`config.mk`:
```
export PLATFORM = sky130hd
export DESIGN_NAME = gpio_port
export DESIGN_NICKNAME = d
export VERILOG_FILES = /design/src/shared/gpio_pkg.sv /design/src/design/gpio_port.sv /design/src/design/pin_conditioner.sv
export SDC_FILE = /design/constraint.sdc
export NUM_CORES = 2
export LEC_CHECK = 0
export ABC_AREA = 1
export BUFFER_PORTS_ARGS = -buffer_cell sky130_fd_sc_hd__buf_2
export CAP_MARGIN = 30
export CORE_AREA = 2 2 402 245
export DETAILED_ROUTE_END_ITERATION = 10
export DIE_AREA = 0 0 404 247
export PLACE_DENSITY_LB_ADDON = 0.15
export SLEW_MARGIN = 30
export SYNTH_ARGS = -nofsm -noshare
export SYNTH_HDL_FRONTEND = slang
export SYNTH_HIERARCHICAL = 1
export SYNTH_SLANG_ARGS = --single-unit
```
`constraint.sdc`:
```
create_clock -name ref_clk_i -period 3.6 [get_ports ref_clk_i]
set_clock_uncertainty 0.05 [all_clocks]
set_input_delay 0.18 -clock ref_clk_i [delete_from_list [all_inputs] [get_ports ref_clk_i]]
set_output_delay 0.18 -clock ref_clk_i [all_outputs]
set_load 0.01 [all_outputs]
```
`src/shared/gpio_pkg.sv`:
```
package gpio_pkg;

  // Port shape
  localparam int PORT_W = 32;
  localparam int IDX_W = 5;
  localparam int SLOTS = 8;
  localparam int GROUPS = 2;
  localparam int PERIPH_FN = 3;
  localparam int FUNCTION_SELECT_FIELD_W = 2;

  // Function select codes
  localparam logic [FUNCTION_SELECT_FIELD_W-1:0] FUNCTION_SELECT_FIELD_GPIO = 2'h0;
  localparam logic [FUNCTION_SELECT_FIELD_W-1:0] FUNCTION_SELECT_FIELD_DEBUG = 2'h1;

  // Pull modes
  localparam logic [1:0] PULL_NONE = 2'h0;
  localparam logic [1:0] PULL_DOWN = 2'h1;
  localparam logic [1:0] PULL_UP = 2'h2;
  localparam logic [1:0] PULL_KEEP = 2'h3;

  // Reset values
  localparam logic [PORT_W-1:0] DEBUG_PIN_MASK = 32'h0000_fc00;
  localparam logic [PORT_W-1:0] FILTER_PIN_MASK = 32'h00c1_f800;
  localparam logic [1:0] RST_PULL = PULL_UP;

  // Glitch filter timing
  localparam int CLK_MHZ = 40;
  localparam int FILT_NS = 10;
  localparam int FILT_CYC_RAW = (FILT_NS * CLK_MHZ + 999) / 1000;
  localparam int FILT_CYC = (FILT_CYC_RAW < 1) ? 1 : FILT_CYC_RAW;

  typedef struct packed {
    logic [FUNCTION_SELECT_FIELD_W-1:0] function_select_field;
    logic [1:0] pull;
    logic open_drain;
    logic invert;
    logic filt_en;
    logic hyst;
  } pin_cfg_t;

  typedef struct packed {
    logic [IDX_W-1:0] pin;
    logic level_mode;
    logic en_hi;
    logic en_lo;
  } slot_cfg_t;

  typedef struct packed {
    logic [PORT_W-1:0] en;
    logic [PORT_W-1:0] pol;
    logic and_mode;
  } grp_cfg_t;

endpackage

```
`src/design/gpio_port.sv`:
```
// How it works
// - Direction per pin is writable anytime; unassigned pins driven and sensed by port.
// - Set and clear strobes change only the masked output bits.
// - One word write loads the whole output value.
// - Per-pin read and per-pin write touch one pin only.
// - Each pin can interrupt on level, rising, falling or both edges.
// - Eight slots, each takes any pin, edge or level detection.
// - Two group units, each one combined interrupt from chosen pins.
// - Port interrupt raised by any enabled pin or set of pins.
// - After reset all pins except the debug-function pins are inputs and all interrupts are off.
// - Port unit drives one line built from several flags; slot line ORs edge flags with level-mode slot requests; group lines come from pin levels.
// - Per-pin configuration steers the pin mux to peripheral or port.
// - Each pin selects pull-up, pull-down or bus keeper.
// - Pseudo open-drain drives only low, otherwise releases.
// - Input inversion complements the sensed level before use.
// - Selected pins have a short glitch filter, off after reset.
// - Function select field picks peripheral or port function per pin.
// - After reset only debug pins select debug function, others default.
`timescale 1ns/1ps
module gpio_port #(
  parameter int NUM_PINS = 32
) (
  // Clock and reset
  input wire logic ref_clk_i,
  input wire logic srst_i,
  // Port output control
  input wire logic dir_we_i,
  input wire logic [gpio_pkg::PORT_W-1:0] dir_data_i,
  input wire logic out_we_i,
  input wire logic [gpio_pkg::PORT_W-1:0] out_data_i,
  input wire logic set_we_i,
  input wire logic clr_we_i,
  input wire logic [gpio_pkg::PORT_W-1:0] mask_i,
  input wire logic pin_we_i,
  input wire logic [gpio_pkg::IDX_W-1:0] pin_idx_i,
  input wire logic pin_val_i,
  // Pin configuration
  input wire logic cfg_we_i,
  input wire logic [gpio_pkg::IDX_W-1:0] cfg_idx_i,
  input wire gpio_pkg::pin_cfg_t cfg_data_i,
  // Interrupt configuration and clearing
  input wire logic slot_we_i,
  input wire logic [2:0] slot_idx_i,
  input wire gpio_pkg::slot_cfg_t slot_data_i,
  input wire logic [gpio_pkg::SLOTS-1:0] slot_clr_i,
  input wire logic grp_we_i,
  input wire logic grp_idx_i,
  input wire gpio_pkg::grp_cfg_t grp_data_i,
  input wire logic port_en_we_i,
  input wire logic [gpio_pkg::PORT_W-1:0] port_en_data_i,
  input wire logic [gpio_pkg::PORT_W-1:0] port_clr_i,
  // Peripheral side
  input wire logic [gpio_pkg::PERIPH_FN-1:0][gpio_pkg::PORT_W-1:0] periph_out_i,
  input wire logic [gpio_pkg::PERIPH_FN-1:0][gpio_pkg::PORT_W-1:0] periph_oe_i,
  output logic [gpio_pkg::PORT_W-1:0] periph_in_o,
  // Pads
  input wire logic [gpio_pkg::PORT_W-1:0] pad_in_i,
  output logic [gpio_pkg::PORT_W-1:0] pad_out_o,
  output logic [gpio_pkg::PORT_W-1:0] pad_oe_o,
  output logic [gpio_pkg::PORT_W-1:0] pad_pu_o,
  output logic [gpio_pkg::PORT_W-1:0] pad_pd_o,
  output logic [gpio_pkg::PORT_W-1:0] pad_keep_o,
  output logic [gpio_pkg::PORT_W-1:0] pad_hyst_o,
  // Status
  output logic [gpio_pkg::PORT_W-1:0] in_o,
  output logic [gpio_pkg::PORT_W-1:0] out_val_o,
  output logic [gpio_pkg::PORT_W-1:0] dir_o,
  output logic pin_o,
  output logic [gpio_pkg::SLOTS-1:0] slot_flag_o,
  output logic [gpio_pkg::PORT_W-1:0] port_flag_o,
  // Interrupt lines
  output logic pint_irq_o,
  output logic [gpio_pkg::GROUPS-1:0] grp_irq_o,
  output logic port_irq_o
);
  import gpio_pkg::*;

  localparam int N = NUM_PINS;

  typedef struct packed {
    logic [N-1:0] dir;
    logic [N-1:0] out;
    pin_cfg_t [N-1:0] cfg;
    slot_cfg_t [SLOTS-1:0] slot;
    logic [SLOTS-1:0] slot_flag;
    grp_cfg_t [GROUPS-1:0] grp;
    logic [N-1:0] port_en;
    logic [N-1:0] port_flag;
    logic [N-1:0] prev;
    logic [N-1:0] in_q;
    logic pin_q;
    logic [N-1:0] pad_out;
    logic [N-1:0] pad_oe;
    logic [N-1:0] pad_pu;
    logic [N-1:0] pad_pd;
    logic [N-1:0] pad_keep;
    logic [N-1:0] pad_hyst;
    logic [N-1:0] periph_in;
    logic pint_irq;
    logic [GROUPS-1:0] grp_irq;
    logic port_irq;
  } port_state_t;

  port_state_t st;
  port_state_t next_st;
  logic [N-1:0] sense;
  logic [N-1:0] inv_v;
  logic [N-1:0] filt_v;

  initial begin
    if (NUM_PINS != PORT_W) begin
      $error("gpio_port: NUM_PINS must equal the package port width");
    end
  end

  ////////////////////////////////////////////////////////////////////////////
  // Input conditioning

  always_comb begin
    for (int i = 0; i < N; i++) begin
      inv_v[i] = st.cfg[i].invert;
      filt_v[i] = st.cfg[i].filt_en;
    end
  end

  pin_conditioner #(
    .N(N),
    .FILTER_MASK(FILTER_PIN_MASK)
  ) u_cond (
    .ref_clk_i(ref_clk_i),
    .srst_i(srst_i),
    .pad_in_i(pad_in_i),
    .inv_i(inv_v),
    .filt_en_i(filt_v),
    .sense_o(sense)
  );

  ////////////////////////////////////////////////////////////////////////////
  // Helpers

  function automatic logic pick(input logic [N-1:0] v, input logic [IDX_W-1:0] idx);
    pick = v[idx];
  endfunction

  function automatic logic [N-1:0] group_hit(input grp_cfg_t g, input logic [N-1:0] lvl);
    group_hit = g.en & ~(lvl ^ g.pol);
  endfunction

  ////////////////////////////////////////////////////////////////////////////
  // Next state

  always_comb begin
    logic [N-1:0] edge_v;
    logic [N-1:0] rise_v;
    logic [N-1:0] fall_v;
    logic [N-1:0] hit;
    logic [SLOTS-1:0] lvl_req;
    logic [SLOTS-1:0] slot_set;
    logic drv;
    logic val;
    logic s_lvl;
    logic s_rise;
    logic s_fall;
    logic [FUNCTION_SELECT_FIELD_W-1:0] fsel;
    edge_v = '0;
    rise_v = '0;
    fall_v = '0;
    hit = '0;
    lvl_req = '0;
    slot_set = '0;
    drv = 1'b0;
    val = 1'b0;
    s_lvl = 1'b0;
    s_rise = 1'b0;
    s_fall = 1'b0;
    fsel = FUNCTION_SELECT_FIELD_GPIO;
    next_st = st;

    // Output value writes, word first then masks then single pin
    next_st.dir = dir_we_i ? dir_data_i : st.dir;
    if (out_we_i) begin
      next_st.out = out_data_i;
    end
    if (set_we_i) begin
      next_st.out = next_st.out | mask_i;
    end
    if (clr_we_i) begin
      next_st.out = next_st.out & ~mask_i;
    end
    if (pin_we_i) begin
      next_st.out[pin_idx_i] = pin_val_i;
    end

    // Configuration writes
    if (cfg_we_i) begin
      next_st.cfg[cfg_idx_i] = cfg_data_i;
    end
    if (slot_we_i) begin
      next_st.slot[slot_idx_i] = slot_data_i;
    end
    if (grp_we_i) begin
      next_st.grp[grp_idx_i] = grp_data_i;
    end
    if (port_en_we_i) begin
      next_st.port_en = port_en_data_i;
    end

    // Edges from successive synchronised samples
    next_st.prev = sense;
    edge_v = sense ^ st.prev;
    rise_v = edge_v & sense;
    fall_v = edge_v & ~sense;

    // Pin interrupt slots
    for (int k = 0; k < SLOTS; k++) begin
      s_lvl = pick(sense, st.slot[k].pin);
      s_rise = pick(rise_v, st.slot[k].pin);
      s_fall = pick(fall_v, st.slot[k].pin);
      if (st.slot[k].level_mode) begin
        lvl_req[k] = (st.slot[k].en_hi & s_lvl) | (st.slot[k].en_lo & ~s_lvl);
      end else begin
        slot_set[k] = (st.slot[k].en_hi & s_rise) | (st.slot[k].en_lo & s_fall);
      end
    end
    next_st.slot_flag = (st.slot_flag & ~slot_clr_i) | slot_set;
    next_st.pint_irq = |(st.slot_flag | lvl_req);

    // Group interrupts
    for (int g = 0; g < GROUPS; g++) begin
      hit = group_hit(st.grp[g], sense);
      if (st.grp[g].and_mode) begin
        next_st.grp_irq[g] = (hit == st.grp[g].en) && (|st.grp[g].en);
      end else begin
        next_st.grp_irq[g] = |hit;
      end
    end

    // Port interrupt
    next_st.port_flag = (st.port_flag & ~port_clr_i) | (edge_v & st.port_en);
    next_st.port_irq = |st.port_flag;

    // Pin mux and pad controls
    for (int i = 0; i < N; i++) begin
      fsel = st.cfg[i].function_select_field;
      if (fsel == FUNCTION_SELECT_FIELD_GPIO) begin
        drv = st.dir[i];
        val = st.out[i];
        next_st.periph_in[i] = 1'b0;
      end else begin
        drv = periph_oe_i[fsel - 2'h1][i];
        val = periph_out_i[fsel - 2'h1][i];
        next_st.periph_in[i] = sense[i];
      end
      if (st.cfg[i].open_drain) begin
        next_st.pad_oe[i] = drv & ~val;
        next_st.pad_out[i] = 1'b0;
      end else begin
        next_st.pad_oe[i] = drv;
        next_st.pad_out[i] = val;
      end
      next_st.pad_pu[i] = st.cfg[i].pull == PULL_UP;
      next_st.pad_pd[i] = st.cfg[i].pull == PULL_DOWN;
      next_st.pad_keep[i] = st.cfg[i].pull == PULL_KEEP;
      next_st.pad_hyst[i] = st.cfg[i].hyst;
    end

    next_st.in_q = sense;
    next_st.pin_q = pick(sense, pin_idx_i);
  end

  ////////////////////////////////////////////////////////////////////////////
  // State register

  always_ff @(posedge ref_clk_i) begin
    if (srst_i) begin
      st <= '0;
      for (int i = 0; i < N; i++) begin
        st.cfg[i].pull <= RST_PULL;
        if (DEBUG_PIN_MASK[i]) begin
          st.cfg[i].function_select_field <= FUNCTION_SELECT_FIELD_DEBUG;
        end
      end
    end else begin
      st <= next_st;
    end
  end

  ////////////////////////////////////////////////////////////////////////////
  // Outputs

  assign periph_in_o = st.periph_in;
  assign pad_out_o = st.pad_out;
  assign pad_oe_o = st.pad_oe;
  assign pad_pu_o = st.pad_pu;
  assign pad_pd_o = st.pad_pd;
  assign pad_keep_o = st.pad_keep;
  assign pad_hyst_o = st.pad_hyst;
  assign in_o = st.in_q;
  assign out_val_o = st.out;
  assign dir_o = st.dir;
  assign pin_o = st.pin_q;
  assign slot_flag_o = st.slot_flag;
  assign port_flag_o = st.port_flag;
  assign pint_irq_o = st.pint_irq;
  assign grp_irq_o = st.grp_irq;
  assign port_irq_o = st.port_irq;

endmodule

```
`src/design/pin_conditioner.sv`:
```
`timescale 1ns/1ps
module pin_conditioner #(
  parameter int N = 32,
  parameter logic [31:0] FILTER_MASK = 32'h0000_0000
) (
  // Clock and reset
  input wire logic ref_clk_i,
  input wire logic srst_i,
  // Pin levels and controls
  input wire logic [N-1:0] pad_in_i,
  input wire logic [N-1:0] inv_i,
  input wire logic [N-1:0] filt_en_i,
  // Conditioned level
  output logic [N-1:0] sense_o
);
  import gpio_pkg::*;

  typedef struct packed {
    logic [N-1:0] s1;
    logic [N-1:0] s2;
    logic [N-1:0] s3;
    logic [N-1:0] filt;
    logic [N-1:0] sense;
  } cond_state_t;

  cond_state_t st;
  cond_state_t next_st;

  initial begin
    if (FILT_CYC != 1 || N > 32) begin
      $error("pin_conditioner: unsupported filter length or width");
    end
  end

  always_comb begin
    next_st = st;
    next_st.s1 = pad_in_i;
    next_st.s2 = st.s1;
    next_st.s3 = st.s2;
    for (int i = 0; i < N; i++) begin
      // Accept a level only after two agreeing samples
      if (st.s2[i] == st.s3[i]) begin
        next_st.filt[i] = st.s2[i];
      end
      if (filt_en_i[i] && FILTER_MASK[i]) begin
        next_st.sense[i] = st.filt[i] ^ inv_i[i];
      end else begin
        next_st.sense[i] = st.s2[i] ^ inv_i[i];
      end
    end
  end

  always_ff @(posedge ref_clk_i) begin
    if (srst_i) begin
      st <= '0;
    end else begin
      st <= next_st;
    end
  end

  assign sense_o = st.sense;

endmodule

```
==> key figures <==
Status
  • Outcome: complete, no violations

Detailed routing
  • Wire length per cell: 25.70 µm
  • Via count: 50,050
  • Vias per inst: 5.784
  • Routed WL: 222,300 µm
  • DRT iter0 DRCs: 7,201
  • Drt pass-1 iters: 10
  • # DRC: 0
  • Post-route ant nets: 0

Flow run
  • Max Cap Violations: 0

Setup path
  • CP top delay family: buffers and inverters
  • CP Cell Sequence: inv_1 > ha_1 > inv_1 > a21oi_1 > o21ai_0 > nand3_1 > nand2_1 > a21oi_1 > nand2_1 > o21ai_1 > nand2_1 > a21oi_1 > dlygate4sd3_1
  • CP max stage cell: dfxtp_1
  • Worst reg-to-reg path cell count: 13
  • Req. time, crit path: 4160 ps
  • Reg2reg end: slot_flag_o[4]
  • Endpoint class of the critical path: register
  • CP max FO: 8
  • Largest stage delay, worst path: 660 ps
  • Critical path type: register to register
  • Worst R2R Setup Slack: 140 ps
  • Crit start category: register
  • Worst path arrival time: 4020 ps
  • WP buf/inv: 3
  • R2r startpoint: u_cond/sense_o[16]

Floorplan
  • Die Height: 247 µm
  • Standard-cell rows: 89
  • Initial core utilization: 0.4859
  • Die Footprint: 99,790 µm²
  • IO Count: 864
  • DIE WIDTH: 404 µm
  • Core ar.: 96,660 µm²

Worst hold path
  • Hold Path End: out_val_o[12]
  • HP Class: input port to register
  • Worst hold start: pin_we_i
  • Worst Hold Depth: 4

Clock network
  • Number of H-tree levels: 3
  • Worst-Skew Late Latency: 730 ps
  • Post-CTS setup repair buffer count: 0
  • Clock tree buffer depth: 3
  • Clock tree from TritonCTS: built
  • CTS clock-pin slew for the worst setup and hold paths: 60 ps
  • Clk sink count: 935
  • CTS root buf: clkbuf_16
  • CTS buffer count: 90
  • Post_cts resized: 0

Logic synthesis
  • Syn_area_per_cell: 7.113 µm²
  • Synth Cell Area: 46,970 µm²
  • YS warnings: 6
  • Mapped Nets: 7,198
  • Syn Inst Count: 6,603

STA
  • Final setup vio count: 0
  • F_max: 288.9 MHz
  • Least-Margin Pin Slew: 1083 ps
  • Final max-slew violation count: 0
  • Final worst-path cycle share: 0.9616
  • Setup TNS: 0 ps
  • Period minus WS final: 3462 ps
  • Final hold viol count: 0
  • WHS: 25.97 ps
  • RSZ-0062 raised after global routing: no
  • Slew Limit Headroom: 0.2782

Placement
  • DP HPWL: 162,300 µm
  • IO Port Bufs: 863
  • Placed insts: 8,026
  • Area after DPL: 48,730 µm²
  • Routability cong.: 1.063

Global routing
  • Initial antenna violation count: 31
  • Largest net degree at the start of global routing: 157
  • Global route total overflow: 0
  • Vias in the first global route: 45,250
  • GRT Util Overall: 0.4272
  • Global-route wire length before repair: 313,600 µm

Power
  • Pwr Density: 444.7 nW/µm²
  • Total power: 25.11 mW
  • Leakage power: 24.22 nW
  • Worst VDD drop: 0.6037 mV

Finish
  • Fin area: 56,470 µm²
  • Layout cells sized above 1: 0.1568
  • Area Overhead vs Synth: 20.23%
  • Final Net Count: 7,882
  • Fillers: 9,035
  • Final Non-Filler Cells: 8,653
-- worst max-delay path by stage --
stage                       start             end  slack [ps]  depth (start not counted)
3_3_place_gp   u_cond/sense_o[23]  slot_flag_o[7]         700                         12
3_5_place_dp   u_cond/sense_o[16]  slot_flag_o[7]         680                         12
4_1_cts                   st[765]    pad_oe_o[25]         320                         12
2_1_floorplan  u_cond/sense_o[11]  slot_flag_o[2]        1680                         14
5_1_grt                   st[765]    pad_oe_o[25]          30                         12
6_report       u_cond/sense_o[16]  slot_flag_o[4]         140                         13
-- registers in the layout, indices dropped and copies added, names as in the netlist, 2 cells and up --
signal,flops
pad_out_o,32
inv_v,32
next_st,32
grp_irq_o,2
pad_keep_o,32
filt_v,8
in_o,32
dir_o,32
pad_pd_o,32
port_flag_o,32
out_val_o,32
periph_in_o,32
st,386
pad_oe_o,32
u_cond/sense_o,32
slot_flag_o,8
u_cond/st,16
pad_pu_o,32
pad_hyst_o,32
u_cond/next_st,64
-- layout make-up --
cell class / instances / area (µm²) / share of cell area
Sequential cell: 935 / 18720 / 0.3315
Antenna cell: 25 / 62.56 / 0.001108
Tap cell: 1274 / 1594 / 0.02823
Timing Repair Buffer: 1411 / 9648 / 0.1708
Multi-Input combinational cell: 4097 / 20370 / 0.3606
Clock buffer: 118 / 2469 / 0.04371
Clock inverter: 41 / 767.0 / 0.01358
Inverter: 752 / 2846 / 0.05041
-- stage by stage --
stage	setup slack, ps	util
after floorplan	1683	-
after global placement	695.8	0.5041
after detailed placement	678.4	0.5042
after CTS	315.5	0.5834
after global routing	27.54	0.5838
final	138.4	0.5842
-- layout by cell type (no fill, tap or decap), types with 53 or more instances in the layout --
| master | instances |
|---|---|
| ha_1 | 96 |
| a31oi_1 | 87 |
| clkbuf_16 | 91 |
| buf_2 | 862 |
| o22ai_1 | 53 |
| buf_4 | 97 |
| nand3_1 | 399 |
| nand2_1 | 758 |
| nor3_1 | 185 |
| dfxtp_1 | 934 |
| nor2_1 | 759 |
| a21oi_1 | 681 |
| o21ai_0 | 761 |
| o211ai_1 | 56 |
| dlygate4sd3_1 | 442 |
| inv_1 | 720 |
-- tightest hold or removal path, stage by stage --
cell      delay (ps)
buf_2            100
nand2_1          160
nor2_1           190
a211oi_1          90
-- timing repair --
item	4_1_cts	5_1_grt
hold buffers	442	0
endpoints found under the hold margin	451	0
endpoints found under the setup margin	0	0
-- power breakdown --
part           switching, mW  total [mW]  internal (mW)
Combinational           2.18        3.44           1.26
Sequential             0.321        11.0           10.7
Clock                   4.54        10.6           6.10
-- routing by layer --
metal	GRT usage	vias to the layer above	part of all wire
li1	-	22670	-
met1	0.5894	23340	0.42
met2	0.5995	3349	0.40
met3	0.1380	668	0.13
met4	0.1991	22	0.055
met5	0.003899	-	0.00083
No activity file was read; power rests on OpenSTA's default activity.
